==> config.mk <==
export PLATFORM = sky130hd
export DESIGN_NAME = usb_afe_interchip_config_regs
export DESIGN_NICKNAME = d
export VERILOG_FILES = /design/src/afe_regs_pkg.sv /design/src/sync_two_stage.sv /design/src/usb_afe_interchip_config_regs.sv
export VERILOG_INCLUDE_DIRS = /design/src
export SDC_FILE = /design/constraint.sdc
export NUM_CORES = 1
export LEC_CHECK = 0
export BUFFER_PORTS_ARGS = -buffer_cell sky130_fd_sc_hd__clkbuf_2
export CORE_MARGIN = 2
export CORE_UTILIZATION = 41
export DETAILED_ROUTE_END_ITERATION = 6
export PLACE_DENSITY = 0.72
export SYNTH_ARGS = -nofsm -noshare
export SYNTH_HDL_FRONTEND = slang
export SYNTH_SLANG_ARGS = --single-unit
==> constraint.sdc <==
create_clock -name mclk -period 1.5 [get_ports mclk]
set_input_delay 0.3 -clock mclk [delete_from_list [all_inputs] [get_ports mclk]]
set_output_delay 0.3 -clock mclk [all_outputs]
set_load 0.03 [all_outputs]
==> src/afe_regs_cfg.svh <==
// Register offsets, field positions, reset values and response codes
// Assumes inclusion by the register bank and its package users only
`ifndef AFE_REGS_CFG_SVH
`define AFE_REGS_CFG_SVH

////////////////////////////////////////////////////////////////////////////
// Register byte offsets
`define OFS_FRONTEND_CTRL 12'h0C8
`define OFS_INTERCHIP_EN 12'h140
`define OFS_EVENT_STATUS 12'h200
`define OFS_EVENT_MASK 12'h204
`define ADDR_W 12

////////////////////////////////////////////////////////////////////////////
// Front-end control fields
`define BIT_TERM_EN 29
`define BIT_LINE_INVALID_N 28
`define BIT_DISCONNECT 27
`define SQU_HI 26
`define SQU_LO 24
`define CTRL_RW_MASK 32'h27000000

////////////////////////////////////////////////////////////////////////////
// Interchip enable fields
`define BIT_MODE_SEL 24
`define BIT_DRV_50 18
`define BIT_SLEW 17
`define BIT_SWAP 16
`define IC_RW_MASK 32'h01070000

////////////////////////////////////////////////////////////////////////////
// Event status bits and reset values
`define EV_DISCONNECT 0
`define EV_LINE_INVALID 1
`define EV_IMAGE_LOAD 2
`define EV_W 3
`define EV_RESET 3'h0
`define SQU_RESET 3'h0
`define BIT_RESET 1'h0
`define STRAP_SETTLE 2'h2

////////////////////////////////////////////////////////////////////////////
// Bus responses
`define RESP_OKAY 2'h0
`define RESP_SLVERR 2'h2

`endif

==> src/afe_regs_pkg.sv <==
// Types shared by the front-end configuration register bank
// Assumes the constants header is compiled alongside
package afe_regs_pkg;

   // Configuration image fields loaded from EEPROM or OTP
   typedef struct packed {
      logic [2:0] squelch;
      logic drv_50;
      logic slew;
      logic swap;
   } cfg_image_t;

   // Analog front-end status inputs
   typedef struct packed {
      logic line_invalid_n;
      logic disconnect;
   } afe_status_t;

endpackage

==> src/sync_two_stage.sv <==
// Two flip-flop synchroniser for asynchronous levels
// Assumes inputs are levels that hold for several clock periods
`timescale 1ns/1ns

module sync_two_stage #(
   parameter int WIDTH = 1
) (
   input wire logic mclk,
   input wire logic resetn,
   input wire logic [WIDTH-1:0] async_in,
   output logic [WIDTH-1:0] sync_out
);

   logic [WIDTH-1:0] stage_one;

   ////////////////////////////////////////////////////////////////////////
   // First stage feeds only the second
   always_ff @(posedge mclk or negedge resetn) begin
      if (!resetn) begin
         stage_one <= '0;
         sync_out <= '0;
      end else begin
         stage_one <= async_in;
         sync_out <= stage_one;
      end
   end

endmodule

==> src/usb_afe_interchip_config_regs.sv <==
// Front-end and interchip configuration register bank, AXI4-Lite slave
// Assumes soft reset and image load pulses come from logic on mclk,
// while front-end status and the strap pin are asynchronous
// Contract
// - Bit 29 drives high-speed termination enable
// - Bit 28 reads active-low line invalid flag
// - Bit 27 disconnect, sampled at end-of-packet
// - Bits 26:24 drive squelch trip adjust
// - Retention guard keeps squelch over soft resets
// - Squelch default from EEPROM, OTP, else zero
// - Soft resets reload fields from loaded image
// - Bit 24 selects interchip or USB mode
// - Mode default follows interchip select strap
// - Bit 18 selects 50 ohm driver impedance
// - Bit 17 enables 30 percent slew adjust
// - Bit 16 exchanges data and strobe pins
// - Driver, slew, swap defaults from image source
`timescale 1ns/1ns
`include "afe_regs_cfg.svh"

module usb_afe_interchip_config_regs
   import afe_regs_pkg::*;
(
   input wire logic mclk,
   input wire logic resetn,
   input wire logic [`ADDR_W-1:0] s_axi_awaddr,
   input wire logic s_axi_awvalid,
   output logic s_axi_awready,
   input wire logic [31:0] s_axi_wdata,
   input wire logic [3:0] s_axi_wstrb,
   input wire logic s_axi_wvalid,
   output logic s_axi_wready,
   output logic [1:0] s_axi_bresp,
   output logic s_axi_bvalid,
   input wire logic s_axi_bready,
   input wire logic [`ADDR_W-1:0] s_axi_araddr,
   input wire logic s_axi_arvalid,
   output logic s_axi_arready,
   output logic [31:0] s_axi_rdata,
   output logic [1:0] s_axi_rresp,
   output logic s_axi_rvalid,
   input wire logic s_axi_rready,
   input wire logic eeprom_present,
   input wire logic otp_programmed,
   input wire cfg_image_t eeprom_image,
   input wire cfg_image_t otp_image,
   input wire logic image_load,
   input wire logic usb_bus_reset,
   input wire logic lite_reset,
   input wire logic reset_retention_guard,
   input wire logic interchip_select_strap,
   input wire afe_status_t afe_status_async,
   input wire logic hs_eop_bit32,
   output logic hs_termination_enable,
   output logic [2:0] squelch_trip_adjust,
   output logic interchip_mode_select,
   output logic driver_50ohm_select,
   output logic strobe_slew_adjust,
   output logic data_strobe_exchange,
   output logic irq
);

   ////////////////////////////////////////////////////////////////////////
   // Image source selection, EEPROM before OTP before zero
   function automatic cfg_image_t pick_image(input logic ee_ok,
                                             input logic otp_ok,
                                             input cfg_image_t ee,
                                             input cfg_image_t otp);
      cfg_image_t img;
      img = '0;
      if (ee_ok) begin
         img = ee;
      end else if (otp_ok) begin
         img = otp;
      end
      return img;
   endfunction

   ////////////////////////////////////////////////////////////////////////
   // Declarations
   afe_status_t afe_sync;
   logic strap_sync;
   logic [1:0] strap_cnt;
   cfg_image_t image;
   logic disc_flag;
   logic invalid_prev;
   logic [`EV_W-1:0] ev_status;
   logic [`EV_W-1:0] ev_mask;
   logic aw_held;
   logic w_held;
   logic [`ADDR_W-1:0] aw_addr;
   logic [31:0] w_data;
   logic [3:0] w_strb;

   ////////////////////////////////////////////////////////////////////////
   // Synchronisers for front-end status and the strap pin
   sync_two_stage #(.WIDTH(2)) u_afe_sync (
      .mclk(mclk),
      .resetn(resetn),
      .async_in(afe_status_async),
      .sync_out(afe_sync)
   );

   sync_two_stage #(.WIDTH(1)) u_strap_sync (
      .mclk(mclk),
      .resetn(resetn),
      .async_in(interchip_select_strap),
      .sync_out(strap_sync)
   );

   ////////////////////////////////////////////////////////////////////////
   // Bus decode
   wire wr_do = aw_held && w_held && !s_axi_bvalid;
   wire rd_do = s_axi_arvalid && s_axi_arready;
   wire wr_ctrl = aw_addr == `OFS_FRONTEND_CTRL;
   wire wr_ic = aw_addr == `OFS_INTERCHIP_EN;
   wire wr_stat = aw_addr == `OFS_EVENT_STATUS;
   wire wr_mask = aw_addr == `OFS_EVENT_MASK;
   wire wr_hit = wr_ctrl | wr_ic | wr_stat | wr_mask;
   wire rd_ctrl = s_axi_araddr == `OFS_FRONTEND_CTRL;
   wire rd_ic = s_axi_araddr == `OFS_INTERCHIP_EN;
   wire rd_stat = s_axi_araddr == `OFS_EVENT_STATUS;
   wire rd_mask = s_axi_araddr == `OFS_EVENT_MASK;
   wire rd_hit = rd_ctrl | rd_ic | rd_stat | rd_mask;
   wire lane3 = wr_do && w_strb[3];
   wire lane2 = wr_do && w_strb[2];
   wire lane0 = wr_do && w_strb[0];
   wire soft_rst = usb_bus_reset | lite_reset;
   wire strap_take = strap_cnt == `STRAP_SETTLE;
   wire cfg_image_t loaded = pick_image(eeprom_present, otp_programmed,
                                        eeprom_image, otp_image);

   ////////////////////////////////////////////////////////////////////////
   // Read words, reserved bits zero
   wire [31:0] ctrl_word = {2'h0, hs_termination_enable,
                            afe_sync.line_invalid_n, disc_flag,
                            squelch_trip_adjust, 24'h0};
   wire [31:0] ic_word = {7'h0, interchip_mode_select, 5'h0,
                          driver_50ohm_select, strobe_slew_adjust,
                          data_strobe_exchange, 16'h0};
   wire [31:0] rd_word = rd_ctrl ? ctrl_word :
                         rd_ic ? ic_word :
                         rd_stat ? {29'h0, ev_status} :
                         rd_mask ? {29'h0, ev_mask} : 32'h0;

   ////////////////////////////////////////////////////////////////////////
   // Next values of configuration fields; soft reset beats a write
   wire [2:0] next_squelch = image_load ? loaded.squelch :
      (soft_rst && !reset_retention_guard) ? image.squelch :
      (soft_rst) ? squelch_trip_adjust :
      (lane3 && wr_ctrl) ? w_data[`SQU_HI:`SQU_LO] :
      squelch_trip_adjust;
   wire next_drv = image_load ? loaded.drv_50 :
      soft_rst ? image.drv_50 :
      (lane2 && wr_ic) ? w_data[`BIT_DRV_50] : driver_50ohm_select;
   wire next_slew = image_load ? loaded.slew :
      soft_rst ? image.slew :
      (lane2 && wr_ic) ? w_data[`BIT_SLEW] : strobe_slew_adjust;
   wire next_swap = image_load ? loaded.swap :
      soft_rst ? image.swap :
      (lane2 && wr_ic) ? w_data[`BIT_SWAP] : data_strobe_exchange;
   wire next_term = (lane3 && wr_ctrl) ? w_data[`BIT_TERM_EN] :
                    hs_termination_enable;
   wire next_mode = strap_take ? strap_sync :
      (lane3 && wr_ic) ? w_data[`BIT_MODE_SEL] : interchip_mode_select;
   wire next_disc = hs_eop_bit32 ? afe_sync.disconnect : disc_flag;

   ////////////////////////////////////////////////////////////////////////
   // Event status: set beats write-one-to-clear
   wire [`EV_W-1:0] ev_set = {image_load,
                              afe_sync.line_invalid_n && !invalid_prev,
                              hs_eop_bit32 && afe_sync.disconnect};
   wire [`EV_W-1:0] ev_clr = (lane0 && wr_stat) ? w_data[`EV_W-1:0] : '0;
   wire [`EV_W-1:0] next_status = (ev_status & ~ev_clr) | ev_set;

   ////////////////////////////////////////////////////////////////////////
   // Configuration registers
   always_ff @(posedge mclk or negedge resetn) begin
      if (!resetn) begin
         image <= '0;
         squelch_trip_adjust <= `SQU_RESET;
         driver_50ohm_select <= `BIT_RESET;
         strobe_slew_adjust <= `BIT_RESET;
         data_strobe_exchange <= `BIT_RESET;
      end else begin
         if (image_load) begin
            image <= loaded;
         end
         squelch_trip_adjust <= next_squelch;
         driver_50ohm_select <= next_drv;
         strobe_slew_adjust <= next_slew;
         data_strobe_exchange <= next_swap;
      end
   end

   always_ff @(posedge mclk or negedge resetn) begin
      if (!resetn) begin
         hs_termination_enable <= `BIT_RESET;
         interchip_mode_select <= `BIT_RESET;
         strap_cnt <= '0;
         disc_flag <= `BIT_RESET;
         invalid_prev <= `BIT_RESET;
      end else begin
         hs_termination_enable <= next_term;
         interchip_mode_select <= next_mode;
         strap_cnt <= (strap_cnt == 2'h3) ? strap_cnt : strap_cnt + 2'h1;
         disc_flag <= next_disc;
         invalid_prev <= afe_sync.line_invalid_n;
      end
   end

   ////////////////////////////////////////////////////////////////////////
   // Interrupt registers
   always_ff @(posedge mclk or negedge resetn) begin
      if (!resetn) begin
         ev_status <= `EV_RESET;
         ev_mask <= `EV_RESET;
      end else begin
         ev_status <= next_status;
         if (lane0 && wr_mask) begin
            ev_mask <= w_data[`EV_W-1:0];
         end
      end
   end

   assign irq = |(ev_status & ev_mask);

   ////////////////////////////////////////////////////////////////////////
   // AXI4-Lite write channels
   assign s_axi_awready = !aw_held;
   assign s_axi_wready = !w_held;

   always_ff @(posedge mclk or negedge resetn) begin
      if (!resetn) begin
         aw_held <= 1'b0;
         w_held <= 1'b0;
         aw_addr <= '0;
         w_data <= '0;
         w_strb <= '0;
      end else begin
         if (s_axi_awvalid && !aw_held) begin
            aw_held <= 1'b1;
            aw_addr <= s_axi_awaddr;
         end else if (wr_do) begin
            aw_held <= 1'b0;
         end
         if (s_axi_wvalid && !w_held) begin
            w_held <= 1'b1;
            w_data <= s_axi_wdata;
            w_strb <= s_axi_wstrb;
         end else if (wr_do) begin
            w_held <= 1'b0;
         end
      end
   end

   always_ff @(posedge mclk or negedge resetn) begin
      if (!resetn) begin
         s_axi_bvalid <= 1'b0;
         s_axi_bresp <= `RESP_OKAY;
      end else if (wr_do) begin
         s_axi_bvalid <= 1'b1;
         s_axi_bresp <= wr_hit ? `RESP_OKAY : `RESP_SLVERR;
      end else if (s_axi_bready) begin
         s_axi_bvalid <= 1'b0;
      end
   end

   ////////////////////////////////////////////////////////////////////////
   // AXI4-Lite read channels
   assign s_axi_arready = !s_axi_rvalid;

   always_ff @(posedge mclk or negedge resetn) begin
      if (!resetn) begin
         s_axi_rvalid <= 1'b0;
         s_axi_rdata <= '0;
         s_axi_rresp <= `RESP_OKAY;
      end else if (rd_do) begin
         s_axi_rvalid <= 1'b1;
         s_axi_rdata <= rd_word;
         s_axi_rresp <= rd_hit ? `RESP_OKAY : `RESP_SLVERR;
      end else if (s_axi_rready) begin
         s_axi_rvalid <= 1'b0;
      end
   end
endmodule

# After elaboration in Yosys (flattened, before gate mapping)
# Cells that the tools add are included.
[word_totals]
reg_bits = 116
inputBits = 89
output_inout_bits = 50
[classes]
addsub = 1
n_eq_ne = 11
muxes = 31
n_bitwise = 11
reduce_logical = 31
[op_table]
columns = ["operator", "count"]
rows = [
  ["12-bit by 10-bit == test with 1-bit output (second input constant)", 4],
  ["30-bit 2-to-1 mux", 1],
  ["25-bit 2-to-1 mux", 1],
  ["12-bit by 8-bit == test with 1-bit output (second input constant)", 2],
  ["12-bit by 9-bit == test with 1-bit output (second input constant)", 2],
  ["3-bit 2-to-1 mux", 7],
  ["1-bit 2-to-1 mux", 18],
  ["1-bit logical AND", 16],
  ["6-bit 2-to-1 mux", 2],
  ["2-bit nonzero test", 5],
  ["1-bit OR", 7],
  ["3-bit bitwise AND", 2],
  ["1-bit logical NOT", 6],
  ["3-bit nonzero test", 2],
  ["2-bit == test (second input constant)", 2],
  ["2-bit 2-to-1 mux", 2],
  ["3-bit by 2-bit inequality test with 1-bit output (second input constant)", 1],
  ["3-bit NOT", 1],
  ["3-bit OR", 1],
  ["3-bit OR reduction", 1],
  ["2-bit by 1-bit adder with 2-bit output (second input constant)", 1],
  ["2-bit AND reduction", 1],
]

# Longest topological paths before layout
[logic_depth]
ltp_word = 8
depth_mapped = 5

# Cells and area by module
# From an unflattened synthesis, not the netlist that was laid out.
[hier_totals]
hier_cells = 301
area_unflattened_um2 = 3384.5
[by_module_without_submodules]
columns = ["module", "n_inst", "cells_per_inst", "area_per_inst_um2"]
rows = [
  ["usb_afe_interchip_config_regs", 1, 295, 3234.4],
  ["sync_two_stage at u_afe_sync", 1, 4, 100.1],
  ["sync_two_stage at u_strap_sync", 1, 2, 50.0],
]

# Worst setup path before layout
# Ideal clock, no wire load.
[synth_timing]
path_kind = "reg-to-reg"
startpoint = "reg s_axi_bvalid"
endpoint = "reg hs_termination_enable"
setup_time_ns = 0.128
t_arrival_ns = 1.566
setup_slack_ns = -0.193
stages_incl_launch_ff = 5
n_path_buf = 0
period_less_slack_ns = 1.693
path_cell_list = "dfrtp_1 and3b_1 nand3_4 nor4_4 mux2_1"
[synth_via]
elab_chain_len = 4
[synth_lines]
columns = ["item", "line", "source"]
rows = [
  ["start, declared", "usb_afe_interchip_config_regs.sv:34", "output logic s_axi_bvalid,"],
  ["start signal, assigned", "usb_afe_interchip_config_regs.sv:259", "s_axi_bvalid <= 1'b0;"],
  ["start signal, assigned", "usb_afe_interchip_config_regs.sv:262", "s_axi_bvalid <= 1'b1;"],
  ["start signal, assigned", "usb_afe_interchip_config_regs.sv:265", "s_axi_bvalid <= 1'b0;"],
  ["1-bit logical NOT", "usb_afe_interchip_config_regs.sv:113", "wire wr_do = aw_held && w_held && !s_axi_bvalid;"],
  ["1-bit logical AND", "usb_afe_interchip_config_regs.sv:113", ""],
  ["1-bit logical AND", "usb_afe_interchip_config_regs.sv:125", "wire lane3 = wr_do && w_strb[3];"],
  ["1-bit logical AND", "usb_afe_interchip_config_regs.sv:162", "wire next_term = (lane3 && wr_ctrl) ? w_data[`BIT_TERM_EN] :"],
  ["end signal, assigned", "usb_afe_interchip_config_regs.sv:198", "hs_termination_enable <= `BIT_RESET;"],
  ["end signal, assigned", "usb_afe_interchip_config_regs.sv:204", "hs_termination_enable <= next_term;"],
  ["end, declared", "usb_afe_interchip_config_regs.sv:54", "output logic hs_termination_enable,"],
]
# Every way passes these cells.
# A chain may end at the register's enable or synchronous reset.

# Final worst setup path
[layout_timing]
startpoint = "reg aw_addr[4]"
endpoint = "reg hs_termination_enable"
[layout_via]
elab_chain_len = 2
[layout_lines]
columns = ["item", "line", "source"]
rows = [
  ["start, declared", "usb_afe_interchip_config_regs.sv:91", "logic [`ADDR_W-1:0] aw_addr;"],
  ["start signal, assigned", "usb_afe_interchip_config_regs.sv:243", "aw_addr <= s_axi_awaddr;"],
  ["12-bit by 8-bit == test with 1-bit output (no line)", "-", ""],
  ["1-bit logical AND", "usb_afe_interchip_config_regs.sv:162", ""],
]
# Every way passes these cells.

==> metrics.txt <==
global route overflow=0; proportion of layout cells with a drive suffix above 1=~44%; RSZ-0062 raised after global routing=yes; Unique masters post-synth=43; Die Ht=94.6 um; Yosys top cell area share=54.3%; IO buf count=93; post-DR wirelength/cell=~14 um; final hold vios=0; number of global-route vias before repair=2489; Worst Path Arrival=between 1500 and 2000 ps; # fillers=about 740; Total GRT Usage=approximately 17%; antenna viol nets, final=0; Worst Skew=between 10 and 15 ps; cell mode on critical path=nor4_4; Tot Pwr=5.99 mW; Main synth FF type=dfrtp_1; CTS tree=yes; Final Max Tran Viols=0; Leak=between 2 and 2.5 nW; Final Core Density=54.0%; final setup fails=15; Clock Tree Buf Depth=2; Buf/Inv on CP=1; crit path from=aw_addr[4]; synth top area cells=dfrtp_1, mux2_2, buf_4; Pwr Density=around 1400 mW/mm2; Die Width=94.6 um; Core Rows=33; area leader, netlist=dfrtp_1; final critical-path share of the clock period=114%; Layout Area Growth over Synthesis=29.9%; Crit-path slowest cell=dfrtp_1; Yosys warning total=0; total clock buffers created by CTS=9; Synth async-reset ratio=100%; Ports=139; HPWL after DPL=5500 um; drt first pass iters=4; DRC=0; Worst path top cell family by delay=simple AND/OR/NAND/NOR gates; worst hold path startpoint=afe_status_async[0]; Area after DPL=0.00405 mm2; Hold Crit Class=in2reg; required time worst endpoint=1740 ps; antenna violations before repair=0; maximum fanout along the worst path=8; clk sinks=73; failing checks=negative setup slack; maximum VDD drop=~1000 uV; CP max stage delay=420 ps; vias post-DR=2542; CP Cell Sequence=nor4_4, nand3_4, buf_4, nor4_4, mux2_4; register area share after synthesis=54.3%; post-placement setup slack=-210 ps; kind of critical path=reg2reg; global-route wire length before repair=11700 um; Core ar.=0.00809 mm2; largest net degree at the start of global routing=74; CP startpoint kind=flop; run status=complete, but fails checks; Yosys reg bits=between 70 and 80; max cap viols=0; Post-synth top cells=dfrtp_1, nand2_1, mux2_2, buf_4; Final Instance Area=between 0.004 and 0.005 mm2; Post-Synthesis Cells=292; initial core utilization=41.6%; via/cell ratio=4.77; Post-synth EDFFs=0; Antenna Diode Count=0; Die Area=0.00895 mm2; fmax=587 MHz; initial drt markers=109; GP Congestion=0.758; CTS root buffer=clkbuf_8; clock-pin transition on the worst setup and hold timing paths=about 80 ps; fin nets=514; final worst setup slack=-204 ps; minimum clock period=1700 ps; Mean Syn Cell Area=11.5 um2; CP Capture Type=flop; Post-Syn Area=0.00336 mm2; H-tree depth=3; count leader, synth=dfrtp_1; Clock Latency Late Sink=350 ps; drt total wl=7240 um; worst r2r src=aw_addr[4]
## final timing paths
kind	end	slack [ps]	depth (start not counted)
worst min register to register	u_strap_sync.sync_out	350	0
max in group asynchronous	s_axi_bvalid	680	3
worst min-delay path	u_afe_sync.stage_one[0]	50	1
min in group asynchronous	aw_addr[4]	490	3
worst max-delay path	hs_termination_enable	-200	5
worst max register to register	hs_termination_enable	-200	5
## final cells by class
class                           count  area [um2]  share of cell area [%]
Tap cell                          105         131                    3.01
Inverter                           20        75.1                    1.72
Timing Repair Buffer              128         758                    17.4
Clock inverter                      6        43.8                    1.00
Sequential cell                    73        1830                    41.8
Clock buffer                       10         128                    2.92
Multi-Input combinational cell    191        1410                    32.2
## worst reg2reg max path, cell delays in order (launching register included)
cell and delay, ps:
dfrtp_1 420, nor4_4 350, nand3_4 190, buf_4 190, nor4_4 140, mux2_4 320
## power breakdown
group          switching (mW)  internal (mW)  total [mW]
sequential              0.337           2.44        2.77
combinational           0.989          0.875        1.86
clock                   0.749          0.606        1.35
## layer usage
| metal | global-route usage, % | vias to the layer above | wire (um) |
|---|---|---|---|
| li1 | - | 1238 | - |
| met1 | 21.5 | 1220 | 3070 |
| met2 | 29.2 | 73 | 3680 |
| met3 | 3.27 | 11 | 363 |
| met4 | 7.61 | 0 | 126 |
| met5 | 0 | - | 0 |
## sequential cells by signal, summed over array words and instances (netlist names), 2 cells and up
register	cells
aw_addr	12
s_axi_rdata	12
w_data	10
image	6
ev_mask	3
ev_status	3
squelch_trip_adjust	3
w_strb	3
strap_cnt	2
u_afe_sync.stage_one	2
u_afe_sync.sync_out	2
## layout by cell type, fill, tap and decap left out, types with 2 or more instances in the layout
master,netlist,routed
clkbuf_2,0,91
dfrtp_1,73,72
buf_4,22,33
nand2_1,32,31
mux2_2,30,29
conb_1,1,22
inv_1,20,20
o21ai_0,20,19
nor2_1,11,11
clkbuf_8,0,10
mux2i_1,9,9
a22o_1,8,8
o211ai_1,6,6
o21a_1,6,6
nand3_1,5,5
nor2b_1,4,4
nor3_1,3,3
nor4_4,2,2
o41ai_2,0,2
o22a_1,2,2
o21bai_1,2,2
mux2_4,0,2
ha_1,2,2
clkinv_4,0,2
clkinv_2,0,2
## logic make-up after synthesis
family / count (synthesis) / share of synthesized area [%]
buf+inv: 49 / 8.00
other cells: 1 / 0.111
fa+ha+maj: 2 / 0.744
compound gates: 55 / 11.8
flops: 73 / 54.3
xor+xnor: 1 / 0.260
mux: 40 / 13.1
simple gates: 71 / 11.8
## metrics by stage
| stage | hold slack [ps] | TNS (ps) | cells |
|---|---|---|---|
| after detailed placement | 336 | -2300 | 506 |
| after global routing | 29.2 | -3240 | 533 |
| after global placement | 334 | -1440 | 506 |
| final | 50.3 | -1780 | 533 |
| after floorplan | 4.41 | -309 | 313 |
| after CTS | 34.7 | -2240 | 528 |
## repair_timing
action / in CTS / in global routing
pin swaps: 1 / 6
hold endpoints to repair: 73 / 0
setup buffers: 5 / 5
hold buffers: 1 / 0
endpoints found under the setup margin: 15 / 15
resized for setup: 5 / 7
No activity file was read; power rests on OpenSTA's default activity.
